--- config.mk ---
export PLATFORM = sky130hd
export DESIGN_NAME = sar_adc_sequencer
export DESIGN_NICKNAME = d
export VERILOG_FILES = /design/src/sar_adc_pkg.sv /design/src/sar_adc_sequencer.sv /design/src/tad_tick_gen.sv
export SDC_FILE = /design/constraint.sdc
export NUM_CORES = 1
export LEC_CHECK = 0
export ABC_AREA = 1
export CAP_MARGIN = 20
export CORE_MARGIN = 1
export CORE_UTILIZATION = 45
export CTS_CLUSTER_DIAMETER = 120
export DETAILED_ROUTE_END_ITERATION = 8
export DONT_BUFFER_PORTS = 1
export PLACE_DENSITY = 0.67
export SETUP_SLACK_MARGIN = 0.15
export SYNTH_ARGS = -nofsm -noshare
export SYNTH_HDL_FRONTEND = slang
export SYNTH_HIERARCHICAL = 1
export SYNTH_SLANG_ARGS = --single-unit
export TNS_END_PERCENT = 20
--- constraint.sdc ---
create_clock -name clk_in -period 2.75 [get_ports clk_in]
set_input_delay 0.4125 -clock clk_in [delete_from_list [all_inputs] [get_ports clk_in]]
set_output_delay 0.4125 -clock clk_in [all_outputs]
set_load 0.02 [all_outputs]
--- src/sar_adc_pkg.sv ---
// shared constants and types of the converter sequencer
package sar_adc_pkg;

  // result and channel geometry
  localparam int unsigned RESULT_BITS  = 10;
  localparam int unsigned NUM_CHANNELS = 11;
  localparam int unsigned CHAN_SEL_W   = 5;
  localparam int unsigned CLK_SEL_W    = 3;
  localparam int unsigned HALF_DIV_W   = 5;

  // system clock period of this build
  localparam int unsigned SYS_CLK_PERIOD_NS = 10;

  // conversion length in half bit periods (11.5 periods)
  localparam logic [4:0] HALF_TICKS_PER_CONV = 5'h17;
  // first decision ends the second full period
  localparam logic [4:0] FIRST_DECISION_HALF = 5'h05;
  // extra instruction cycle in system clocks (rc source)
  localparam logic [2:0] INSTR_CYCLE_CLKS    = 3'h4;

  // trial code loaded at start: msb set
  localparam logic [9:0] SAR_START_CODE = 10'h200;
  localparam logic [3:0] MSB_INDEX      = 4'h9;

  // conversion clock select codes
  localparam logic [2:0] CLK_DIV2   = 3'h0;
  localparam logic [2:0] CLK_DIV4   = 3'h4;
  localparam logic [2:0] CLK_DIV8   = 3'h1;
  localparam logic [2:0] CLK_DIV16  = 3'h5;
  localparam logic [2:0] CLK_DIV32  = 3'h2;
  localparam logic [2:0] CLK_DIV64  = 3'h6;
  localparam logic [1:0] CLK_RC_LOW = 2'h3;

  // result byte fill
  localparam logic [5:0] RESULT_PAD = 6'h00;

  // sequencer states, gray along idle-delay-convert-finish
  typedef enum logic [1:0] {
    ST_IDLE    = 2'h0,
    ST_DELAY   = 2'h1,
    ST_CONVERT = 2'h3,
    ST_FINISH  = 2'h2
  } seq_state_t;

  // software configuration carried as one group
  typedef struct packed {
    logic [CHAN_SEL_W-1:0] channel_select;
    logic                  positive_reference_select;
    logic [CLK_SEL_W-1:0]  conversion_clock_select;
    logic                  result_format_select;
  } conv_cfg_t;

  // result register pair
  typedef struct packed {
    logic [7:0] result_high_byte;
    logic [7:0] result_low_byte;
  } result_pair_t;

  // reset values
  localparam logic [7:0] RESULT_RESET = 8'h00;
  localparam logic       HOLD_RESET   = 1'b1;

endpackage : sar_adc_pkg

--- src/sar_adc_sequencer.sv ---
// successive approximation converter sequencer, top level
`timescale 1ns/100ps

// Notes on behaviour
// - ten-bit result by successive approximation
// - one of eleven sources onto hold
// - positive reference: pin or supply
// - clock select codes: dividers or rc
// - conversion lasts 11.5 bit periods
// - next cycle: load, clear busy, flag, reconnect
// - hold disconnected before first decision
// - divided clock tracks system clock
// - flag set after every completed conversion
// - flag stays until software clears
// - request when flag and enable set
// - request during sleep wakes core
// - vector only with both global enables
// - sleep operation only with rc clock
// - format bit picks justification
// - powered while on; no same-write start
// - early clear stores filled partial result
// - rc delays start; else sleep aborts
module sar_adc_sequencer (
  input  wire logic                    clk_in,
  input  wire logic                    rst_b_in,
  input  wire logic                    converter_on_in,
  input  wire logic                    start_in,
  input  wire logic                    abort_in,
  input  wire sar_adc_pkg::conv_cfg_t  cfg_in,
  input  wire logic                    flag_clear_in,
  input  wire logic                    conversion_irq_enable_in,
  input  wire logic                    global_irq_enable_in,
  input  wire logic                    peripheral_irq_enable_in,
  input  wire logic                    sleep_in,
  input  wire logic                    rc_osc_in,
  input  wire logic                    comparator_in,
  output logic [9:0]                   sar_trial_out,
  output logic [10:0]                  channel_connect_out,
  output logic                         hold_connect_out,
  output logic                         reference_external_out,
  output logic                         converter_power_out,
  output logic                         busy_out,
  output sar_adc_pkg::result_pair_t    result_out,
  output logic                         conversion_done_flag_out,
  output logic                         irq_request_out,
  output logic                         wake_out,
  output logic                         irq_vector_out
);

  // all state of the sequencer
  typedef struct packed {
    sar_adc_pkg::seq_state_t   state;      // sequencer state
    logic [2:0]                cmp_sync;   // comparator synchroniser
    logic                      cmp_val;    // filtered comparator
    logic                      prev_on;    // converter on, last cycle
    logic                      sleep_off;  // powered down by sleep
    logic [2:0]                delay_cnt;  // rc start delay counter
    logic [4:0]                hcnt;       // half periods since start
    logic [9:0]                sar;        // trial and resolved bits
    logic [9:0]                mask;       // resolved bit marks
    logic [3:0]                bit_idx;    // bit under trial
    logic                      busy;       // conversion in progress
    logic                      hold_conn;  // hold cap on input
    logic [10:0]               chan;       // one-hot source select
    logic                      ref_ext;    // external reference
    logic                      power;      // analog power
    sar_adc_pkg::result_pair_t result;     // result pair
    logic                      flag;       // completion flag
    logic                      irq;        // interrupt request
    logic                      wake;       // wake request
    logic                      vector;     // vector request
  } seq_regs_t;

  // one state struct and its next-state copy
  seq_regs_t   s_reg;       // registered state
  seq_regs_t   s_next;      // next state
  logic        half_tick;   // half bit-period pulse
  logic        rc_sel;      // rc oscillator selected
  logic        tick_run;    // divider runs during conversion
  logic [10:0] chan_decode; // per-source code match

  // codes x11 pick the rc oscillator whatever bit two holds
  assign rc_sel   = (cfg_in.conversion_clock_select[1:0] == sar_adc_pkg::CLK_RC_LOW);
  // divider runs only in convert, so each conversion starts on a whole period
  assign tick_run = (s_reg.state == sar_adc_pkg::ST_CONVERT);

  for (genvar g = 0; g < 11; g++) begin : g_chan
    // source g connects only on an exact code match
    assign chan_decode[g] = (cfg_in.channel_select == 5'(g));
  end

  // the generator restarts whenever the sequencer leaves convert,
  // so a stale divider count never shortens the first period
  // bit period clock source
  tad_tick_gen u_tick (
    .clk_in          (clk_in),
    .rst_b_in        (rst_b_in),
    .run_in          (tick_run),
    .clock_select_in (cfg_in.conversion_clock_select),
    .rc_osc_in       (rc_osc_in),
    .half_tick_out   (half_tick)
  );

  // fill unresolved bits with the last resolved one
  // with nothing resolved yet the partial result is all zero
  function automatic logic [9:0] fill_partial(input logic [9:0] sar,
                                              input logic [9:0] mask);
    logic [9:0] res;
    logic       last;
    res  = 10'h000;
    last = 1'b0;
    for (int i = 9; i >= 0; i--) begin
      if (mask[i]) begin
        last = sar[i];
      end
      res[i] = last;
    end
    return res;
  endfunction : fill_partial

  // place the result in the byte pair
  // byte placement per format
  function automatic sar_adc_pkg::result_pair_t place(input logic [9:0] r,
                                                      input logic       left);
    sar_adc_pkg::result_pair_t p;
    if (left) begin
      p.result_high_byte = r[9:2];
      p.result_low_byte  = {r[1:0], sar_adc_pkg::RESULT_PAD};
    end else begin
      p.result_high_byte = {sar_adc_pkg::RESULT_PAD, r[9:8]};
      p.result_low_byte  = r[7:0];
    end
    return p;
  endfunction : place

  // next state of the whole sequencer
  // one process decides every register, so no two branches race
  always_comb begin
    // half tick count if this cycle carries a tick
    logic [4:0] hnext;
    logic       set_flag;
    hnext    = s_reg.hcnt + 5'h01;
    set_flag = 1'b0;
    // defaults: every register holds unless a branch says otherwise
    s_next   = s_reg;
    // the comparator settles in analog time, so it is treated as
    // asynchronous and a decision reads only the filtered value
    // comparator: change counts once stages two and three agree
    s_next.cmp_sync = {s_reg.cmp_sync[1:0], comparator_in};
    if (s_reg.cmp_sync[1] == s_reg.cmp_sync[2]) begin
      s_next.cmp_val = s_reg.cmp_sync[2];
    end
    s_next.prev_on = converter_on_in;
    s_next.chan = chan_decode;
    s_next.ref_ext = cfg_in.positive_reference_select;
    // a divided clock stops with the core in sleep, so the analog
    // side stays powered down until the core is awake again
    // sleep off without rc
    if (!sleep_in) begin
      s_next.sleep_off = 1'b0;
    end else if (!rc_sel && converter_on_in) begin
      s_next.sleep_off = 1'b1;
    end
    case (s_reg.state)
      // waiting for a start
      sar_adc_pkg::ST_IDLE: begin
        // analog side needs a cycle of power before sampling
        // start needs on beforehand
        if (start_in && s_reg.prev_on && converter_on_in && !s_next.sleep_off) begin
          // go bit reads back as busy
          s_next.busy      = 1'b1;
          s_next.hold_conn = 1'b0;
          s_next.sar       = sar_adc_pkg::SAR_START_CODE;
          s_next.mask      = 10'h000;
          s_next.bit_idx   = sar_adc_pkg::MSB_INDEX;
          s_next.hcnt      = 5'h00;
          s_next.delay_cnt = 3'h0;
          s_next.state = rc_sel ? sar_adc_pkg::ST_DELAY : sar_adc_pkg::ST_CONVERT;
        end
      end
      // the extra instruction cycle lets the core reach sleep
      // before the first bit period, keeping switching noise low
      // rc start delay
      sar_adc_pkg::ST_DELAY: begin
        s_next.delay_cnt = s_reg.delay_cnt + 3'h1;
        if (s_next.delay_cnt == sar_adc_pkg::INSTR_CYCLE_CLKS) begin
          s_next.state = sar_adc_pkg::ST_CONVERT;
        end
      end
      // bit decisions on half ticks
      sar_adc_pkg::ST_CONVERT: begin
        if (half_tick) begin
          s_next.hcnt = hnext;
          // odd half ticks from the fifth on close a bit period
          // msb first from second period
          if (hnext[0] && hnext >= sar_adc_pkg::FIRST_DECISION_HALF) begin
            // keep or drop the trial bit
            s_next.sar[s_reg.bit_idx]  = s_reg.cmp_val;
            s_next.mask[s_reg.bit_idx] = 1'b1;
            // trial the next bit down; the lsb raises none
            if (s_reg.bit_idx != 4'h0) begin
              s_next.sar[s_reg.bit_idx - 4'h1] = 1'b1;
              s_next.bit_idx = s_reg.bit_idx - 4'h1;
            end
          end
          if (hnext == sar_adc_pkg::HALF_TICKS_PER_CONV) begin
            s_next.state = sar_adc_pkg::ST_FINISH;
          end
        end
      end
      // completion cycle
      sar_adc_pkg::ST_FINISH: begin
        // load, clear, flag, reconnect
        // format is sampled here, so a late format change still
        // applies to the result being stored
        // justification by format bit
        s_next.result    = place(s_reg.sar, cfg_in.result_format_select);
        s_next.busy      = 1'b0;
        s_next.hold_conn = 1'b1;
        s_next.state     = sar_adc_pkg::ST_IDLE;
        set_flag = 1'b1;
        // an rc conversion that cannot wake the core powers down
        // rc in sleep, no irq: off
        if (sleep_in && !conversion_irq_enable_in) begin
          s_next.sleep_off = 1'b1;
        end
      end
      // all four encodings are states; an unknown value falls back to idle
      default: begin
        s_next.state = sar_adc_pkg::ST_IDLE;
      end
    endcase
    // a software abort keeps the resolved bits; sleep or power
    // loss keeps nothing, since the trial code means nothing then
    // and the old result stays readable
    // aborts during delay or conversion
    if (s_reg.state == sar_adc_pkg::ST_DELAY || s_reg.state == sar_adc_pkg::ST_CONVERT) begin
      if (abort_in) begin
        s_next.result = place(fill_partial(s_reg.sar, s_reg.mask),
                              cfg_in.result_format_select);
        s_next.busy      = 1'b0;
        s_next.hold_conn = 1'b1;
        s_next.state     = sar_adc_pkg::ST_IDLE;
      end else if (s_next.sleep_off || !converter_on_in) begin
        s_next.busy      = 1'b0;
        s_next.hold_conn = 1'b1;
        s_next.state     = sar_adc_pkg::ST_IDLE;
      end
    end
    // analog power drops in the cycle a sleep abort is taken
    // power only while on
    s_next.power = converter_on_in && !s_next.sleep_off;
    // hardware never clears the flag; a clear that meets a new
    // completion loses, so no result goes unflagged
    // set wins over software clear
    s_next.flag = set_flag || (s_reg.flag && !flag_clear_in);
    // request tracks the flag, so clearing the flag drops it
    // flag and enable
    s_next.irq = s_next.flag && conversion_irq_enable_in;
    s_next.wake = s_next.irq && sleep_in;
    // in sleep the core resumes in line first, so no vector yet
    // vector needs both enables
    s_next.vector = s_next.irq && !sleep_in && global_irq_enable_in
                    && peripheral_irq_enable_in;
  end

  // only the hold switch leaves reset closed; everything else
  // starts cleared, with the converter idle and unpowered
  // state register, synchronous reset
  always_ff @(posedge clk_in) begin
    if (!rst_b_in) begin
      s_reg           <= '0;
      s_reg.hold_conn <= sar_adc_pkg::HOLD_RESET;
    end else begin
      s_reg <= s_next;
    end
  end

  // no output has logic after its flop, so the analog side
  // sees glitch-free switch, reference and power controls
  // and software reads settled status
  // outputs straight from the state flops
  assign sar_trial_out            = s_reg.sar;
  assign channel_connect_out      = s_reg.chan;
  assign hold_connect_out         = s_reg.hold_conn;
  assign reference_external_out   = s_reg.ref_ext;
  assign converter_power_out      = s_reg.power;
  assign busy_out                 = s_reg.busy;
  assign result_out               = s_reg.result;
  assign conversion_done_flag_out = s_reg.flag;
  assign irq_request_out          = s_reg.irq;
  assign wake_out                 = s_reg.wake;
  assign irq_vector_out           = s_reg.vector;

endmodule : sar_adc_sequencer

--- src/tad_tick_gen.sv ---
// half bit-period tick generator: system clock divider or rc oscillator
`timescale 1ns/100ps

module tad_tick_gen (
  input  wire logic       clk_in,
  input  wire logic       rst_b_in,
  input  wire logic       run_in,
  input  wire logic [2:0] clock_select_in,
  input  wire logic       rc_osc_in,
  output logic            half_tick_out
);

  // all state of the generator
  typedef struct packed {
    logic [2:0] rc_sync;  // three stage synchroniser
    logic       rc_level; // filtered oscillator level
    logic [4:0] div_cnt;  // system clock divider
    logic       tick;     // half period pulse
  } tick_state_t;

  tick_state_t s_reg;   // registered state
  tick_state_t s_next;  // next state
  logic [4:0]  half_div; // half period in system clocks, minus one

  // half divider from the select code
  always_comb begin
    case (clock_select_in)
      sar_adc_pkg::CLK_DIV2:  half_div = 5'h00;
      sar_adc_pkg::CLK_DIV4:  half_div = 5'h01;
      sar_adc_pkg::CLK_DIV8:  half_div = 5'h03;
      sar_adc_pkg::CLK_DIV16: half_div = 5'h07;
      sar_adc_pkg::CLK_DIV32: half_div = 5'h0f;
      sar_adc_pkg::CLK_DIV64: half_div = 5'h1f;
      default:                half_div = 5'h00;
    endcase
  end

  // next state
  always_comb begin
    s_next = s_reg;
    s_next.tick = 1'b0;
    // oscillator passes three flops
    s_next.rc_sync = {s_reg.rc_sync[1:0], rc_osc_in};
    if (s_reg.rc_sync[1] == s_reg.rc_sync[2]) begin
      s_next.rc_level = s_reg.rc_sync[2];
    end
    if (!run_in) begin
      // restart so the first tick lands one half period after start
      s_next.div_cnt = 5'h00;
    end else if (clock_select_in[1:0] == sar_adc_pkg::CLK_RC_LOW) begin
      // each rc edge is one half period, independent of system clock
      s_next.tick = (s_next.rc_level != s_reg.rc_level);
    end else if (s_reg.div_cnt >= half_div) begin
      s_next.div_cnt = 5'h00;
      s_next.tick    = 1'b1;
    end else begin
      s_next.div_cnt = s_reg.div_cnt + 5'h01;
    end
  end

  // state register, synchronous reset
  always_ff @(posedge clk_in) begin
    if (!rst_b_in) begin
      s_reg <= '0;
    end else begin
      s_reg <= s_next;
    end
  end

  assign half_tick_out = s_reg.tick;

endmodule : tad_tick_gen

==> qor.csv <==
stage,metric,value,unit
floorplanning,die height,101,um
timing,Final min period,2.13,ns
pwr,Leak Pwr,1.90,nW
cts,clock-pin slew on the worst setup and hold paths,0.09,ns
final_layout,# nets final,604,
cts,post-cts resize count,0,
timing,Slew @ Worst Pin,0.697,ns
detailed_routing,vias per cell,5.22,
timing,Tcrit/Tclk final,77.6,%
final_layout,area delta synth->final,1.23,%
final_layout,antenna cell count,0,
pwr,pwr dens,550,mW/mm2
synthesis,post-synthesis async set-or-reset flop share,0,%
setup_path,critical path capture point type,flop,
grt,All-Layer GR Usage,19.6,%
timing,Slew Limit Fails,0,
cts,H-tree depth,3,
placed_design,GP Congestion,0.864,
final_layout,max reg flops,28,
grt,GRT overflow,0,
timing,Finish-stage setup viols,0,
setup_path,CP peak stage delay,0.41,ns
synthesis,Post-synth EDFFs,0,
synthesis,"Avg Cell Area, Syn",7.27,um2
setup_path,most frequent CP cell,nand2_1,
synthesis,Post-Syn Nets,645,
grt,first-pass GRT wire length,15800,um
setup_path,CP max-delay cell,dfxtp_1,
cts,Root Driver,clkbuf_8,
floorplanning,# rows,35,
setup_path,crit-path cells,"ha_1, nand3_1, xor2_1, a31oi_1, nand2_1, nand2_2, inv_2, a21oi_4, nand2_1, a21oi_1, nor2_1",
synthesis,Synth Register Bits,85,
cts,Num CTS Buffers,9,
detailed_routing,vias post-DR,3626,
placed_design,DP HPWL,6880,um
synthesis,Synth Flop Type,dfxtp_1,
timing,final hold viol count,0,
grt,initial antenna violation count,0,
setup_path,crit-path max FO,14,
detailed_routing,DRC,0,
grt,largest net degree at the start of global routing,30,
timing,worst clock skew,0.0147,ns
final_layout,layout cells sized above 1,6.01,%
timing,total negative slack,0,ns
floorplanning,I/O Pins,67,
floorplanning,die outline width,101,um
setup_path,Reg-to-Reg Start,s_reg[60]$_SDFFE_PN0P_,
job,max capacitance violation total,0,
detailed_routing,DRT Pass-1 Iters,5,
synthesis,Syn. warnings,6,
floorplanning,DIE AREA,0.0101,mm2
setup_path,CP startpoint kind,flop,
cts,clk buf depth,2,
min_path,HP Start,cfg_in[4],
synthesis,"Cell Area, Synth",0.00437,mm2
placed_design,input/output buffers,0,
cts,CTS tree,yes,
final_layout,fillers,932,
min_path,Hold/Removal Path Class,in2reg,
timing,RSZ-0062 raised after global routing,no,
detailed_routing,Antenna Violating Nets Remaining,0,
timing,slew margin rel.,53.5,%
pwr,Peak supply drop,0.315,mV
setup_path,worst path arrival time,2.39,ns
timing,Max Fclk,0.469,GHz
cts,CTS Sinks,85,
detailed_routing,Starting DRT DRC Count,194,
synthesis,sequential share of the synthesized area,38.9,%
setup_path,Crit path required time,3.01,ns
status,status,"finished, final reports clean",
detailed_routing,routed wire length,9290,um
floorplanning,core area,0.00933,mm2
floorplanning,Starting Density,46.9,%
synthesis,Post-Syn Instances,602,
pwr,Tot Pwr,2.44,mW
setup_path,Crit Path Class,reg2reg,
cts,Post-CTS Setup Inserts,0,
synthesis,number of unique standard cell types used by synthesis,37,
final_layout,post-layout utilization of the core,47.5,%
grt,vias in the first global route,3328,
detailed_routing,DR WL/cell,13.4,um
cts,hold buffer count at CTS,0,
cts,"Clk Latency, worst-skew pair",0.37,ns
setup_path,crit path launch,s_reg[60]$_SDFFE_PN0P_,
[routing by layer]
layer	part of all wire (%)	vias up	GRT usage [%]	wire, um
met5	0	-	0	0
met4	1.7	0	7.25	155
met3	8.5	15	4.65	791
met2	44	147	31.1	4110
met1	46	1635	25.8	4230
li1	-	1829	-	-
[per-stage QoR]
step,hold WS [ns],area [um2],setup slack (ns),instances
after global placement,0.399,4200,0.796,679
after floorplan,0.390,4370,0.971,602
after global routing,0.139,4430,0.284,695
after CTS,0.131,4430,0.649,695
after detailed placement,0.402,4200,0.685,679
final,0.139,4430,0.617,695
[synthesized netlist by cell type (4+ instances only)]
cell	count	area share, %
xor2_1	6	1.2
o21bai_1	4	0.69
o311ai_0	4	0.80
ha_1	21	6.0
a211oi_1	6	1.0
o21ai_0	29	3.3
inv_1	80	6.9
dfxtp_1	85	39
clkbuf_1	13	1.1
or2_2	4	0.57
a21oi_1	63	7.2
buf_4	37	6.4
nand3_1	38	4.3
nor2_1	56	4.8
a31oi_1	4	0.57
nor3_1	4	0.46
nand2_1	114	9.8
[layout by cell type (no fill, tap or decap), drive strengths merged, types with 5 or more instances in the layout]
master and count:
dfxtp 85, nand3 39, xor2 6, nor3 5
nor2 57, nand2 117, o21ai 29, a211oi 6
inv 87, ha 21, clkbuf 9, a21oi 64
[critical path, delay by kind of cell, from the launching register on]
kind / cells / cell delay [ns]
AOI/OAI and AO/OA: 3 / 0.66
and+or+nand+nor: 5 / 0.47
DFF: 1 / 0.41
adders and majority gates: 1 / 0.22
xor gates and xnor gates: 1 / 0.19
buffers and inverters: 1 / 0.06
[layout make-up]
cell class	count	area (um2)	share of cell area, %
multi-input combinational	378	2000	45.2
sequential	85	1700	38.4
inverter	84	315	7.12
tap	129	161	3.65
clock buffer	9	124	2.80
clock inverter	7	103	2.32
timing repair buffer	3	22.5	0.509
[path summary, 6_finish.rpt]
| kind | endpoint | slack, ns | cells after the start |
|---|---|---|---|
| hold reg to reg | s_next[72]$_SDFF_PN0_ | 0.42 | 2 |
| setup reg to reg | sar_trial_out[5]$_SDFFE_PN0P_ | 0.62 | 11 |
| hold / removal | reference_external_out$_SDFF_PN0_ | 0.14 | 2 |
| setup / recovery | sar_trial_out[5]$_SDFFE_PN0P_ | 0.62 | 11 |
[where the power goes]
group          leakage [nW]  total [mW]  switching (mW)  internal [mW]
Combinational          1.09       0.134          0.0905         0.0437
Clock                 0.117        1.02           0.493          0.526
Sequential            0.688        1.28          0.0303           1.25
[cells by family after synthesis]
logic type,after synthesis,share of synthesized area [%]
AOI/OAI and AO/OA,122,16.2
xor gates and xnor gates,7,1.40
adders and majority gates,21,6.01
buffers and inverters,139,15.4
DFF,85,38.9
muxes,1,0.229
and+or+nand+nor,227,21.9
Note: power is estimated with default switching activity, not from simulation.
